**src/rtl/dioz_pkg.sv**
```systemverilog
// Purpose: constants and types for the drive digital i/o and freeze block
// Assumes: apb slave with 32-bit data, one aligned word per register
// Notes:   offsets and field positions are local to this block
package dioz_pkg;

	localparam logic [7:0] DIOZ_OFS_CFG      = 8'h00;
	localparam logic [7:0] DIOZ_OFS_INVERT   = 8'h04;
	localparam logic [7:0] DIOZ_OFS_IN4_DEST = 8'h08;
	localparam logic [7:0] DIOZ_OFS_IN5_DEST = 8'h0C;
	localparam logic [7:0] DIOZ_OFS_IN6_DEST = 8'h10;
	localparam logic [7:0] DIOZ_OFS_REF_MODE = 8'h14;
	localparam logic [7:0] DIOZ_OFS_FREEZE   = 8'h18;
	localparam logic [7:0] DIOZ_OFS_OUT_VAL  = 8'h1C;
	localparam logic [7:0] DIOZ_OFS_IN_STATE = 8'h20;

	// cfg word fields
	localparam int DIOZ_CFG_POL  = 0;
	localparam int DIOZ_CFG_OC   = 1;
	localparam int DIOZ_CFG_DIR  = 2;
	localparam int DIOZ_CFG_AUTO = 5;

	// out value word fields: bits 2..0 bidirectional terminals
	localparam int DIOZ_OUT_RELAY  = 3;
	localparam int DIOZ_OUT_SUPPLY = 4;

	localparam int DIOZ_IN4 = 3;
	localparam int DIOZ_IN5 = 4;
	localparam int DIOZ_IN6 = 5;

	localparam logic       DIOZ_RST_POL  = 1'b1;
	localparam logic       DIOZ_RST_OC   = 1'b0;
	localparam logic [2:0] DIOZ_RST_DIR  = 3'h1;
	localparam logic       DIOZ_RST_AUTO = 1'b0;
	localparam logic [5:0] DIOZ_RST_INV  = 6'h00;
	localparam logic [2:0] DIOZ_RST_MODE = 3'h0;
	localparam logic [4:0] DIOZ_RST_OUT  = 5'h00;

	// destination codes
	localparam logic [2:0] DIOZ_DEST_NONE   = 3'h0;
	localparam logic [2:0] DIOZ_DEST_REF2   = 3'h1;
	localparam logic [2:0] DIOZ_DEST_JOG    = 3'h2;
	localparam logic [2:0] DIOZ_DEST_PRE0   = 3'h3;
	localparam logic [2:0] DIOZ_DEST_PRE1   = 3'h4;
	localparam logic [2:0] DIOZ_DEST_FREEZE = 3'h5;

	// packed from the top bit down, so pol lands on bit 0 and auto_dis on bit 5
	typedef struct packed {
		logic       auto_dis;
		logic [2:0] dir;
		logic       oc;
		logic       pol;
	} dioz_cfg_t;

	typedef struct packed {
		logic        psel;
		logic        penable;
		logic        pwrite;
		logic [7:0]  paddr;
		logic [31:0] pwdata;
	} dioz_apb_req_t;

endpackage : dioz_pkg

```
**src/rtl/dioz_top.sv**
```systemverilog
// Purpose: digital i/o terminal logic with polarity, drive mode and freeze
// Assumes: terminal inputs are asynchronous, freeze_ext is on clk
// Notes:   registers over apb, answer two cycles into the access phase
`timescale 1ns/1ps
module dioz_top
	import dioz_pkg::*;
(
	input  wire logic          clk,            // 250 MHz clock
	input  wire logic          resetn,         // synchronous reset, active low
	input  wire dioz_apb_req_t apb_req,        // apb request signals
	output logic               pready,         // apb ready
	output logic [31:0]        prdata,         // apb read data
	output logic               pslverr,        // apb error, unmapped address
	input  wire logic [5:0]    term_in,        // levels of terminals 1..6
	output logic [2:0]         term_out,       // bidir terminal drive level
	output logic [2:0]         term_oe,        // bidir terminal driver on
	output logic               relay_close,    // relay contact closed
	output logic               supply_on,      // 24v supply output on
	output logic               ref2_select,    // routed analog ref 2 select
	output logic               jog_cmd,        // routed jog command
	output logic [1:0]         preset_select,  // routed preset select bits
	input  wire logic          freeze_ext,     // freeze from attached modules
	output logic               freeze_line     // common freeze line pulse
);

	// ------------------------------------------------------------
	// state
	// ------------------------------------------------------------
	dioz_cfg_t   cfg_q, cfg_d;
	logic [5:0]  inv_q, inv_d;
	logic [2:0]  dest4_q, dest4_d;
	logic [2:0]  dest5_q, dest5_d;
	logic [2:0]  dest6_q, dest6_d;
	logic [2:0]  mode_q, mode_d;
	logic [4:0]  outv_q, outv_d;
	logic        flag_q, flag_d;
	logic [5:0]  s1_q, s2_q, s3_q, st_q;
	logic [5:0]  st_d;
	logic        prev4_q, prev4_d;
	logic        line_q, line_d;
	logic        pready_q, pready_d;
	logic        pslverr_q, pslverr_d;
	logic [31:0] prdata_q, prdata_d;
	logic [2:0]  tout_q, tout_d;
	logic [2:0]  toe_q, toe_d;
	logic        relay_q, relay_d;
	logic        supply_q, supply_d;
	logic        ref2_q, ref2_d;
	logic        jog_q, jog_d;
	logic [1:0]  pre_q, pre_d;

	logic [5:0]  logic_in;
	logic        freeze_en;
	logic        freeze_evt;
	logic        wr_take;
	logic        rd_start;
	logic        hit;
	logic [31:0] rd_val;

	// ------------------------------------------------------------
	// input conditioning
	// ------------------------------------------------------------
	// a change counts only when the second and third stages agree
	always_comb
	begin
		st_d = (~(s2_q ^ s3_q) & s3_q) | ((s2_q ^ s3_q) & st_q);
	end

	always_comb
	begin
		logic_in = st_q ^ {6{~cfg_q.pol}} ^ inv_q;
	end

	// ------------------------------------------------------------
	// freeze
	// ------------------------------------------------------------
	always_comb
	begin
		freeze_en = (dest4_q == DIOZ_DEST_FREEZE);
		// in positive polarity, inverting input 4 turns its falling terminal edge into a rising logic edge
		freeze_evt = freeze_en & logic_in[DIOZ_IN4] & ~prev4_q;
		prev4_d = logic_in[DIOZ_IN4];
		line_d = freeze_evt;
	end

	// ------------------------------------------------------------
	// apb slave
	// ------------------------------------------------------------
	always_comb
	begin
		rd_start = apb_req.psel & apb_req.penable & ~pready_q;
		wr_take = apb_req.psel & apb_req.penable & pready_q & apb_req.pwrite;
		hit = 1'b1;
		rd_val = 32'h0000_0000;
		if (apb_req.paddr == DIOZ_OFS_CFG)
		begin
			rd_val[5:0] = cfg_q;
		end
		else if (apb_req.paddr == DIOZ_OFS_INVERT)
		begin
			rd_val[5:0] = inv_q;
		end
		else if (apb_req.paddr == DIOZ_OFS_IN4_DEST)
		begin
			rd_val[2:0] = dest4_q;
		end
		else if (apb_req.paddr == DIOZ_OFS_IN5_DEST)
		begin
			rd_val[2:0] = dest5_q;
		end
		else if (apb_req.paddr == DIOZ_OFS_IN6_DEST)
		begin
			rd_val[2:0] = dest6_q;
		end
		else if (apb_req.paddr == DIOZ_OFS_REF_MODE)
		begin
			rd_val[2:0] = mode_q;
		end
		else if (apb_req.paddr == DIOZ_OFS_FREEZE)
		begin
			rd_val[0] = flag_q;
		end
		else if (apb_req.paddr == DIOZ_OFS_OUT_VAL)
		begin
			rd_val[4:0] = outv_q;
		end
		else if (apb_req.paddr == DIOZ_OFS_IN_STATE)
		begin
			rd_val[5:0] = logic_in;
		end
		else
		begin
			hit = 1'b0;
		end
		pready_d = rd_start;
		pslverr_d = rd_start & ~hit;
		prdata_d = (rd_start & ~apb_req.pwrite) ? rd_val : 32'h0000_0000;
	end

	// ------------------------------------------------------------
	// register file
	// ------------------------------------------------------------
	always_comb
	begin
		cfg_d = cfg_q;
		inv_d = inv_q;
		dest4_d = dest4_q;
		dest5_d = dest5_q;
		dest6_d = dest6_q;
		mode_d = mode_q;
		outv_d = outv_q;
		flag_d = flag_q;
		if (wr_take)
		begin
			if (apb_req.paddr == DIOZ_OFS_CFG)
			begin
				cfg_d = apb_req.pwdata[5:0];
			end
			else if (apb_req.paddr == DIOZ_OFS_INVERT)
			begin
				inv_d = apb_req.pwdata[5:0];
			end
			else if (apb_req.paddr == DIOZ_OFS_IN4_DEST)
			begin
				dest4_d = apb_req.pwdata[2:0];
			end
			else if (apb_req.paddr == DIOZ_OFS_IN5_DEST)
			begin
				dest5_d = apb_req.pwdata[2:0];
			end
			else if (apb_req.paddr == DIOZ_OFS_IN6_DEST)
			begin
				dest6_d = apb_req.pwdata[2:0];
			end
			else if (apb_req.paddr == DIOZ_OFS_REF_MODE)
			begin
				mode_d = apb_req.pwdata[2:0];
			end
			else if (apb_req.paddr == DIOZ_OFS_FREEZE)
			begin
				flag_d = apb_req.pwdata[0];
			end
			else if (apb_req.paddr == DIOZ_OFS_OUT_VAL)
			begin
				outv_d = apb_req.pwdata[4:0];
			end
		end
		// a freeze event in the clearing cycle still sets the flag
		if (freeze_en & (freeze_evt | freeze_ext))
		begin
			flag_d = 1'b1;
		end
		// routing follows modes 0 to 5 while enabled, modes 6 and 7 keep it; software writes are overridden
		if (~cfg_q.auto_dis)
		begin
			case (mode_q)
				3'h0, 3'h4, 3'h5:
				begin
					dest5_d = DIOZ_DEST_REF2;
					dest6_d = DIOZ_DEST_JOG;
				end
				3'h1, 3'h2, 3'h3:
				begin
					dest5_d = DIOZ_DEST_PRE0;
					dest6_d = DIOZ_DEST_PRE1;
				end
				default:
				begin
					dest5_d = dest5_q;
					dest6_d = dest6_q;
				end
			endcase
		end
	end

	// ------------------------------------------------------------
	// terminal outputs and routing
	// ------------------------------------------------------------
	always_comb
	begin
		for (int i = 0; i < 3; i++)
		begin
			// output value 1 drives high in positive, low in negative polarity
			tout_d[i] = outv_q[i] ~^ cfg_q.pol;
			if (cfg_q.oc)
			begin
				// only the driver that pulls toward the active rail stays on
				toe_d[i] = cfg_q.dir[i] & (cfg_q.pol ? tout_d[i] : ~tout_d[i]);
			end
			else
			begin
				toe_d[i] = cfg_q.dir[i];
			end
		end
		relay_d = outv_q[DIOZ_OUT_RELAY];
		supply_d = outv_q[DIOZ_OUT_SUPPLY];
		ref2_d = 1'b0;
		jog_d = 1'b0;
		pre_d = 2'h0;
		// only inputs 4 to 6 are routed; the bidirectional terminals give no input routing
		if (dest4_q == DIOZ_DEST_REF2) ref2_d = ref2_d | logic_in[DIOZ_IN4];
		if (dest5_q == DIOZ_DEST_REF2) ref2_d = ref2_d | logic_in[DIOZ_IN5];
		if (dest6_q == DIOZ_DEST_REF2) ref2_d = ref2_d | logic_in[DIOZ_IN6];
		if (dest4_q == DIOZ_DEST_JOG) jog_d = jog_d | logic_in[DIOZ_IN4];
		if (dest5_q == DIOZ_DEST_JOG) jog_d = jog_d | logic_in[DIOZ_IN5];
		if (dest6_q == DIOZ_DEST_JOG) jog_d = jog_d | logic_in[DIOZ_IN6];
		if (dest4_q == DIOZ_DEST_PRE0) pre_d[0] = pre_d[0] | logic_in[DIOZ_IN4];
		if (dest5_q == DIOZ_DEST_PRE0) pre_d[0] = pre_d[0] | logic_in[DIOZ_IN5];
		if (dest6_q == DIOZ_DEST_PRE0) pre_d[0] = pre_d[0] | logic_in[DIOZ_IN6];
		if (dest4_q == DIOZ_DEST_PRE1) pre_d[1] = pre_d[1] | logic_in[DIOZ_IN4];
		if (dest5_q == DIOZ_DEST_PRE1) pre_d[1] = pre_d[1] | logic_in[DIOZ_IN5];
		if (dest6_q == DIOZ_DEST_PRE1) pre_d[1] = pre_d[1] | logic_in[DIOZ_IN6];
	end

	// ------------------------------------------------------------
	// flops
	// ------------------------------------------------------------
	always_ff @(posedge clk)
	begin
		if (!resetn)
		begin
			cfg_q <= '{pol: DIOZ_RST_POL, oc: DIOZ_RST_OC, dir: DIOZ_RST_DIR,
				auto_dis: DIOZ_RST_AUTO};
			inv_q <= DIOZ_RST_INV;
			dest4_q <= DIOZ_DEST_NONE;
			dest5_q <= DIOZ_DEST_REF2;
			dest6_q <= DIOZ_DEST_JOG;
			mode_q <= DIOZ_RST_MODE;
			outv_q <= DIOZ_RST_OUT;
			flag_q <= 1'b0;
			s1_q <= 6'h00;
			s2_q <= 6'h00;
			s3_q <= 6'h00;
			st_q <= 6'h00;
			prev4_q <= 1'b0;
			line_q <= 1'b0;
			pready_q <= 1'b0;
			pslverr_q <= 1'b0;
			prdata_q <= 32'h0000_0000;
			tout_q <= 3'h0;
			toe_q <= 3'h0;
			relay_q <= 1'b0;
			supply_q <= 1'b0;
			ref2_q <= 1'b0;
			jog_q <= 1'b0;
			pre_q <= 2'h0;
		end
		else
		begin
			cfg_q <= cfg_d;
			inv_q <= inv_d;
			dest4_q <= dest4_d;
			dest5_q <= dest5_d;
			dest6_q <= dest6_d;
			mode_q <= mode_d;
			outv_q <= outv_d;
			flag_q <= flag_d;
			s1_q <= term_in;
			s2_q <= s1_q;
			s3_q <= s2_q;
			st_q <= st_d;
			prev4_q <= prev4_d;
			line_q <= line_d;
			pready_q <= pready_d;
			pslverr_q <= pslverr_d;
			prdata_q <= prdata_d;
			tout_q <= tout_d;
			toe_q <= toe_d;
			relay_q <= relay_d;
			supply_q <= supply_d;
			ref2_q <= ref2_d;
			jog_q <= jog_d;
			pre_q <= pre_d;
		end
	end

	assign pready = pready_q;
	assign prdata = prdata_q;
	assign pslverr = pslverr_q;
	assign term_out = tout_q;
	assign term_oe = toe_q;
	assign relay_close = relay_q;
	assign supply_on = supply_q;
	assign ref2_select = ref2_q;
	assign jog_cmd = jog_q;
	assign preset_select = pre_q;
	assign freeze_line = line_q;

endmodule : dioz_top

```
**config.mk**
```make
export PLATFORM = sky130hd
export DESIGN_NAME = dioz_top
export DESIGN_NICKNAME = d
export VERILOG_FILES = /design/src/rtl/dioz_pkg.sv /design/src/rtl/dioz_top.sv
export SDC_FILE = /design/constraint.sdc
export NUM_CORES = 1
export LEC_CHECK = 0
export BUFFER_PORTS_ARGS = -buffer_cell sky130_fd_sc_hd__buf_2
export CAP_MARGIN = 0
export CORE_ASPECT_RATIO = 1.5
export CORE_MARGIN = 5
export CORE_UTILIZATION = 54
export CTS_BUF_LIST = sky130_fd_sc_hd__clkbuf_4
export DETAILED_ROUTE_END_ITERATION = 8
export PLACE_DENSITY = 0.82
export SLEW_MARGIN = 0
export SYNTH_ARGS = -nofsm -noshare
export SYNTH_HDL_FRONTEND = slang
export SYNTH_SLANG_ARGS = --single-unit
```
**constraint.sdc**
```tcl
create_clock -name clk -period 2.16 [get_ports clk]
set_clock_uncertainty 0.15 [all_clocks]
set_input_delay 0 -clock clk [delete_from_list [all_inputs] [get_ports clk]]
set_output_delay 0 -clock clk [all_outputs]
set_load 0.02 [all_outputs]
```
==> results by group, run 1 <==
Run status
  • Status: finished clean

Setup path
  • Critical path type: input pin to flop
  • RR Endpoint: prdata[0]
  • R2r startpoint: pready
  • Reg2Reg Depth: 5
  • CP max FO: 16
  • CP Launch Type: input pin
  • Worst Path Required: ~2300 ps
  • Worst Path Arrival: between 2000 and 2500 ps
  • CP endpoint kind: flop
  • R2r setup slk: 140 ps

Route
  • 1st-pass router iterations: 4
  • Via density: 5.29
  • Routed wire length: approximately 8400 um
  • DRC errors left: 0
  • Via count: around 2800
  • DRT iter0 DRCs: 220
  • Antenna viol nets, final: 0
  • DR WL/cell: between 15 and 20 um

Finish
  • Register area: 1520 um^2
  • NumNets Final: 504
  • Share of cells above drive strength 1: between 15 and 20%
  • Diode count: 0
  • Fillers: roughly 540
  • Post-Layout Cell Count: 533
  • Syn-to-layout area delta: 17.9%
  • Area occupied by multi-input gates: approximately 1800 um^2

Yosys
  • Top FF cell, synth: dfxtp_1
  • Synth cell types: 51
  • YS warnings: 0
  • Synthesized netlist cell count: about 380
  • Post-Syn Area: between 3000 and 4000 um^2
  • Syn avg cell area: about 9.3 um^2
  • Number of synthesized flops with an enable pin: 0
  • Post-synthesis sequential area ratio: 43.3%
  • FF+latch count, synth: 76
  • Async set or reset register ratio after synthesis: 0%

Timing
  • Worst hold margin: approximately 130 ps
  • Worst slew margin: about three fifths
  • Fin. max-slew vios: 0
  • Worst-margin pin slew: between 600 and 700 ps
  • Tmin final: about 2100 ps
  • Achievable Freq: between 400 and 500 MHz
  • Hold Violations, Final: 0
  • RSZ-0062 raised after global routing: false
  • Final Cycle Share: a little over nine tenths
  • Count of final setup violators: 0
  • Setup TNS: 0 ps

Clock network
  • H-tree Lvls: 3
  • Cts bufs inserted: 9
  • Skew-Pair Late Insertion Delay: between 400 and 500 ps
  • Clock slew at reported path FFs: approximately 120 ps
  • Sink Count: 76
  • Clock Tree Root: clkbuf_4
  • CTS tree: done
  • Buffer depth of the longest clock path: 2

Pwr
  • Seq pwr share: roughly three fifths
  • Clock power share: 31.3%
  • Pint: 1.76 mW
  • Sw Share: 26.6%
  • Worst VDD drop: ~0.00038 V
  • Pwr/cell area: 578 nW/um^2
  • Combinational power share: 9.2%
  • Leak: about 1.8 nW
  • Final Power: between 2 and 2.5 mW
  • Net Switching: about 0.64 mW

Placed design
  • Placer Congestion: ~0.92
  • Placed Instances: slightly below 500
  • I/O Buffers: 46
  • Dpl hpwl: approximately 5600 um

Global routing
  • Largest net degree at the start of global routing: 70
  • Antenna violations before repair: 0
  • Vias in the first global route: about 2800
  • Total global routing overflow: 0
  • First-pass GRT wire length: around 13000 um
  • GRT Total Usage: 21.8%

Floorplan
  • Std-Cell Core Area: 6440 um^2
  • Ports: 99
  • Die area: between 8000 and 9000 um^2
  • # rows: 36
  • Initial Util: 54.6%
  • Die height: approximately 110 um
  • Die Wd: 75.9 um

Hold path
  • Hold path start: apb_req[42]
  • Hold/Removal Path Class: input pin to flop
  • Min-Delay Path Depth: 5
  • Worst Hold End: inv_q[0]

Flow run
  • Max-cap violations: 0
[per-layer routing]
| metal | vias up | global-route usage (%) | wire length, um |
|---|---|---|---|
| li1 | 1416 | - | - |
| met1 | 1299 | 25.4 | 3410 |
| met2 | 84 | 34.7 | 4230 |
| met3 | 21 | 5.72 | 477 |
| met4 | 0 | 13.5 | 297 |
| met5 | - | 0 | 0 |
[critical path, cell delays in order]
cell and delay, ps:
dlygate4sd3_1 550, buf_2 230, o31ai_1 250, dlygate4sd3_1 580, a31oi_1 70, dlygate4sd3_1 560
[layout make-up]
class	count	share of cell area, %
clock buffers	10	1.81
repair buffers	85	14.4
well taps	76	2.29
multi-input cells	272	43.2
clock inverters	6	0.936
inverters	8	0.724
flip-flops and latches	76	36.7
[metrics by stage]
step	utilization, %	setup WS (ps)	instance area [um^2]
final	64.4	81.6	4150
after global routing	64.4	52.6	4150
after CTS	64.3	158	4140
after detailed placement	58.0	271	3740
after global placement	58.0	286	3740
after floorplan	-	331	3610
[cell families after synthesis]
logic type / after synthesis / synth area share (%)
flip-flops: 76 / 43.3
AO/OA/AOI/OAI: 73 / 13.9
other: 1 / 0.107
multiplexers: 28 / 8.08
XOR/XNOR: 12 / 4.24
buffers and inverters: 53 / 8.54
AND/OR/NAND/NOR: 133 / 21.8
[Yosys cell counts (8+ instances only)]
library cell / number / area, um^2
a21boi_0: 15 / 113
dfxtp_1: 76 / 1520
clkbuf_1: 15 / 56.3
inv_1: 8 / 30.0
buf_4: 26 / 195
nand3_1: 9 / 45.0
a21oi_1: 12 / 60.1
nand2_1: 24 / 90.1
and2_1: 28 / 175
mux2i_1: 25 / 250
nor2_1: 14 / 52.6
o21ai_0: 17 / 85.1
nor2b_1: 23 / 144
[power groups by stage]
stage,logic (mW),clock network (mW),registers [mW]
floorplan,0.147,0,1.46
global placement,0.174,0,1.46
detailed placement,0.175,0,1.46
CTS,0.214,0.777,1.43
global route,0.241,0.835,1.43
finish,0.221,0.751,1.43
[worst max-delay path by stage]
| stage | start | to | slack [ps] | depth (start not counted) |
|---|---|---|---|---|
| floorplan | pready | dest4_q[1] | 330 | 6 |
| global placement | cfg_q[0] | flag_q | 290 | 4 |
| detailed placement | cfg_q[0] | flag_q | 270 | 4 |
| CTS | pready | prdata[0] | 160 | 5 |
| global route | apb_req[35] | pslverr | 50 | 6 |
| finish | apb_req[35] | pslverr | 80 | 6 |
[layout by cell type (no fill, tap or decap), types with 3 or more instances in the layout]
master,count
xnor2_1,6
dfxtp_1,76
nand3_1,9
and2_1,28
a21boi_0,15
nor4b_1,3
nor2_1,13
inv_1,8
buf_2,46
conb_1,26
a22oi_1,6
nor3_1,4
nor2b_1,23
buf_4,10
o31a_1,3
clkbuf_4,10
o22ai_1,3
nand2_1,24
dlygate4sd3_1,29
nand4_1,3
and4_1,3
mux2i_1,25
xor2_1,3
o21ai_0,17
a32oi_1,4
a21oi_1,12
and3_1,6
mux2_2,3
nor4_1,3
[state kept, by name, indices dropped and copies added, names as in the netlist, 5 cells and up, named ones only]
name and cells:
inv_q 6, cfg_q 6, s1_q 6, prdata 6
s2_q 6, outv_q 5, s3_q 6
[what timing repair did]
action                                  4_1_cts  5_1_grt
gates resized for setup                       0        1
buffers inserted                              0        0
endpoints found under the hold margin        45        0
hold buffers                                 29        0
endpoints found under the setup margin        0        1
Power figures use the tool's default switching activity.
==> inputs of run 2 (changes only) <==
--- a/config.mk
+++ b/config.mk
@@ -5,6 +5,7 @@
 export SDC_FILE = /design/constraint.sdc
 export NUM_CORES = 1
 export LEC_CHECK = 0
+export ABC_AREA = 1
 export BUFFER_PORTS_ARGS = -buffer_cell sky130_fd_sc_hd__buf_2
 export CAP_MARGIN = 0
 export CORE_ASPECT_RATIO = 1.5
==> run 2 against run 1 <==
Compared with the run above:
- sequential cell count stayed put
- routed wire length is 1.5% lower
- register-to-register slack worse by 30 ps
- global-route usage hardly changed
==> results by group, run 2 <==
Run status
  • Status: finished clean

Route
  • Routed wire length: approximately 8300 um
  • Antenna viol nets, final: 0
  • DR WL/cell: ~13 um
  • 1st-pass router iterations: 5
  • Via count: approximately 3200
  • DRC errors left: 0
  • DRT iter0 DRCs: between 200 and 300
  • Via density: between 5 and 6

Timing
  • Final Cycle Share: roughly 95%
  • Worst-margin pin slew: around 620 ps
  • Setup TNS: 0 ps
  • Hold Violations, Final: 0
  • Worst hold margin: ~260 ps
  • Achievable Freq: a little under 500 MHz
  • Fin. max-slew vios: 0
  • Count of final setup violators: 0
  • RSZ-0062 raised after global routing: false
  • Worst slew margin: 58.2%
  • Tmin final: between 2000 and 2500 ps

Setup path
  • Worst Path Required: roughly 2400 ps
  • CP endpoint kind: flop
  • CP max stage delay: ~540 ps
  • RR Endpoint: mode_q[0]
  • Reg2Reg Depth: 9
  • CP Cell Sequence: nand2_1 -> nor2_4 -> o21ai_4 -> inv_4 -> nand2_2 -> inv_2 -> dlygate4sd3_1 -> nand2_1 -> a21oi_1
  • R2r setup slk: about 110 ps
  • CP Launch Type: flop
  • Crit path top cell by count: nand2_1
  • R2r startpoint: pready
  • Crit. Startpoint: pready
  • CP max FO: 5
  • Worst setup path end: mode_q[0]
  • Slowest cell on crit path: dlygate4sd3_1
  • Critical path type: flop to flop
  • Worst Path Arrival: roughly 2300 ps

Finish
  • Share of cells above drive strength 1: between 10% and 20%
  • Final Util: 66.8%
  • Diode count: 0
  • Syn-to-layout area delta: 22.1%
  • Final Cell Area: between 4000 and 5000 um^2
  • Most frequent cells in the layout: nand2_1, dfxtp_1, inv_1
  • NumNets Final: 599
  • Commonest non-fill, non-tap cell in the layout: nand2_1

Yosys
  • Post-synth top cells: nand2_1, dfxtp_1, inv_1
  • Number of synthesized flops with an enable pin: 0
  • Dominant cells by area after synthesis: dfxtp_1, nand2_1, a21oi_1
  • Post-Syn Area: approximately 3500 um^2
  • Synth cell types: 38
  • YS warnings: 0
  • Most frequent cell after synthesis: nand2_1
  • FF+latch count, synth: between 70 and 80
  • Top FF cell, synth: dfxtp_1
  • Async set or reset register ratio after synthesis: 0%
  • Synthesized netlist cell count: 455
  • Syn avg cell area: 7.69 um^2
  • Post-synthesis sequential area ratio: a little over two fifths
  • Post-synth top area share: between 40% and 50%
  • Top cell type by total area after synthesis: dfxtp_1

Placed design
  • I/O Buffers: 46
  • Dpl hpwl: ~5700 um
  • Placer Congestion: between 0.9 and 1
  • Placed cell area: about 3700 um^2

Floorplan
  • Ports: a little under 100
  • # rows: 36
  • Die area: slightly above 8000 um^2
  • Std-Cell Core Area: 6400 um^2
  • Die height: 109 um
  • Die Wd: 75.7 um
  • Initial Util: between 50% and 60%

Pwr
  • Leak: 2.05 nW
  • Worst VDD drop: between 0.0004 and 0.0005 V
  • Pwr/cell area: between 500 and 600 nW/um^2

Clock network
  • CTS tree: done
  • Clock slew at reported path FFs: 140 ps
  • Skew-Pair Late Insertion Delay: ~450 ps
  • H-tree Lvls: 3
  • Postcts setup bufs: 0
  • Cts bufs inserted: 9
  • Clock Tree Root: clkbuf_4
  • Buffer depth of the longest clock path: 2
  • Sink Count: 76

Global routing
  • First-pass GRT wire length: around 13000 um
  • Antenna violations before repair: 0
  • Largest net degree at the start of global routing: 60
  • Vias in the first global route: ~3100
  • GRT Total Usage: 21.8%
  • Total global routing overflow: 0

Hold path
  • Hold/Removal Path Class: input pin to flop

Flow run
  • Max-cap violations: 0
run 2: metal layers:
layer  vias to the layer above  part of all wire, %  global-route usage, %
met5                         -                    0                      0
met1                      1437                   37                   22.2
li1                       1607                    -                      -
met4                         0                  6.2                   18.6
met3                        39                  5.1                   3.91
met2                       129                   51                   36.9
run 2: worst min-delay path by stage:
stage / from / to / cells after the start
floorplan: term_in[0] / s1_q[0] / 2
global placement: term_in[2] / s1_q[2] / 3
detailed placement: term_in[0] / s1_q[0] / 3
CTS: apb_req[3] / outv_q[3] / 4
global route: apb_req[3] / inv_q[3] / 4
finish: apb_req[5] / inv_q[5] / 4
run 2: layout make-up:
class / count / area (um^2)
fill: 542 / 2120
clock inverter: 6 / 63.8
multi-input combinational: 302 / 1590
timing repair buffer: 90 / 666
tap: 76 / 95.1
inverter: 68 / 258
clock buffer: 10 / 75.1
sequential: 76 / 1520
run 2: timing repair:
| item | in CTS | in global routing |
|---|---|---|
| setup endpoints to repair | 0 | 5 |
| hold buffers | 43 | 0 |
| hold endpoints to repair | 66 | 0 |
| gates resized for setup | 0 | 3 |
run 2: metrics by stage:
| stage | power [mW] | setup WS (ps) | instances |
|---|---|---|---|
| 3_5_place_dp | 1.61 | 397 | 570 |
| 6_report | 2.49 | 110 | 628 |
| 2_1_floorplan | 1.59 | 645 | 480 |
| 4_1_cts | 2.52 | 61.0 | 629 |
| 5_1_grt | 2.59 | 14.4 | 628 |
| 3_3_place_gp | 1.61 | 441 | 570 |
run 2: worst max-delay path: cells and delay by family (launching register included):
family | cells | cell delay [ps]
AO/OA/AOI/OAI | 2 | 240
buffers and inverters | 3 | 730
flip-flops | 1 | 410
AND/OR/NAND/NOR | 4 | 420
run 2: logic make-up (layout without fill, tap and decap cells):
logic type	Yosys count	in the layout	share of synthesized area, %
and+or+nand+nor	173	173	24.8
buffers and inverters	102	174	14.1
AOI/OAI and AO/OA	95	95	14.4
DFF	76	76	43.5
xor gates and xnor gates	8	8	3.07
other	1	26	0.107
run 2: where the power goes:
group          internal [mW]  total [mW]  switching (mW)
logic                 0.0803       0.208           0.128
registers               1.42        1.42         0.00657
clock network          0.366       0.862           0.496
total                   1.86        2.49           0.631
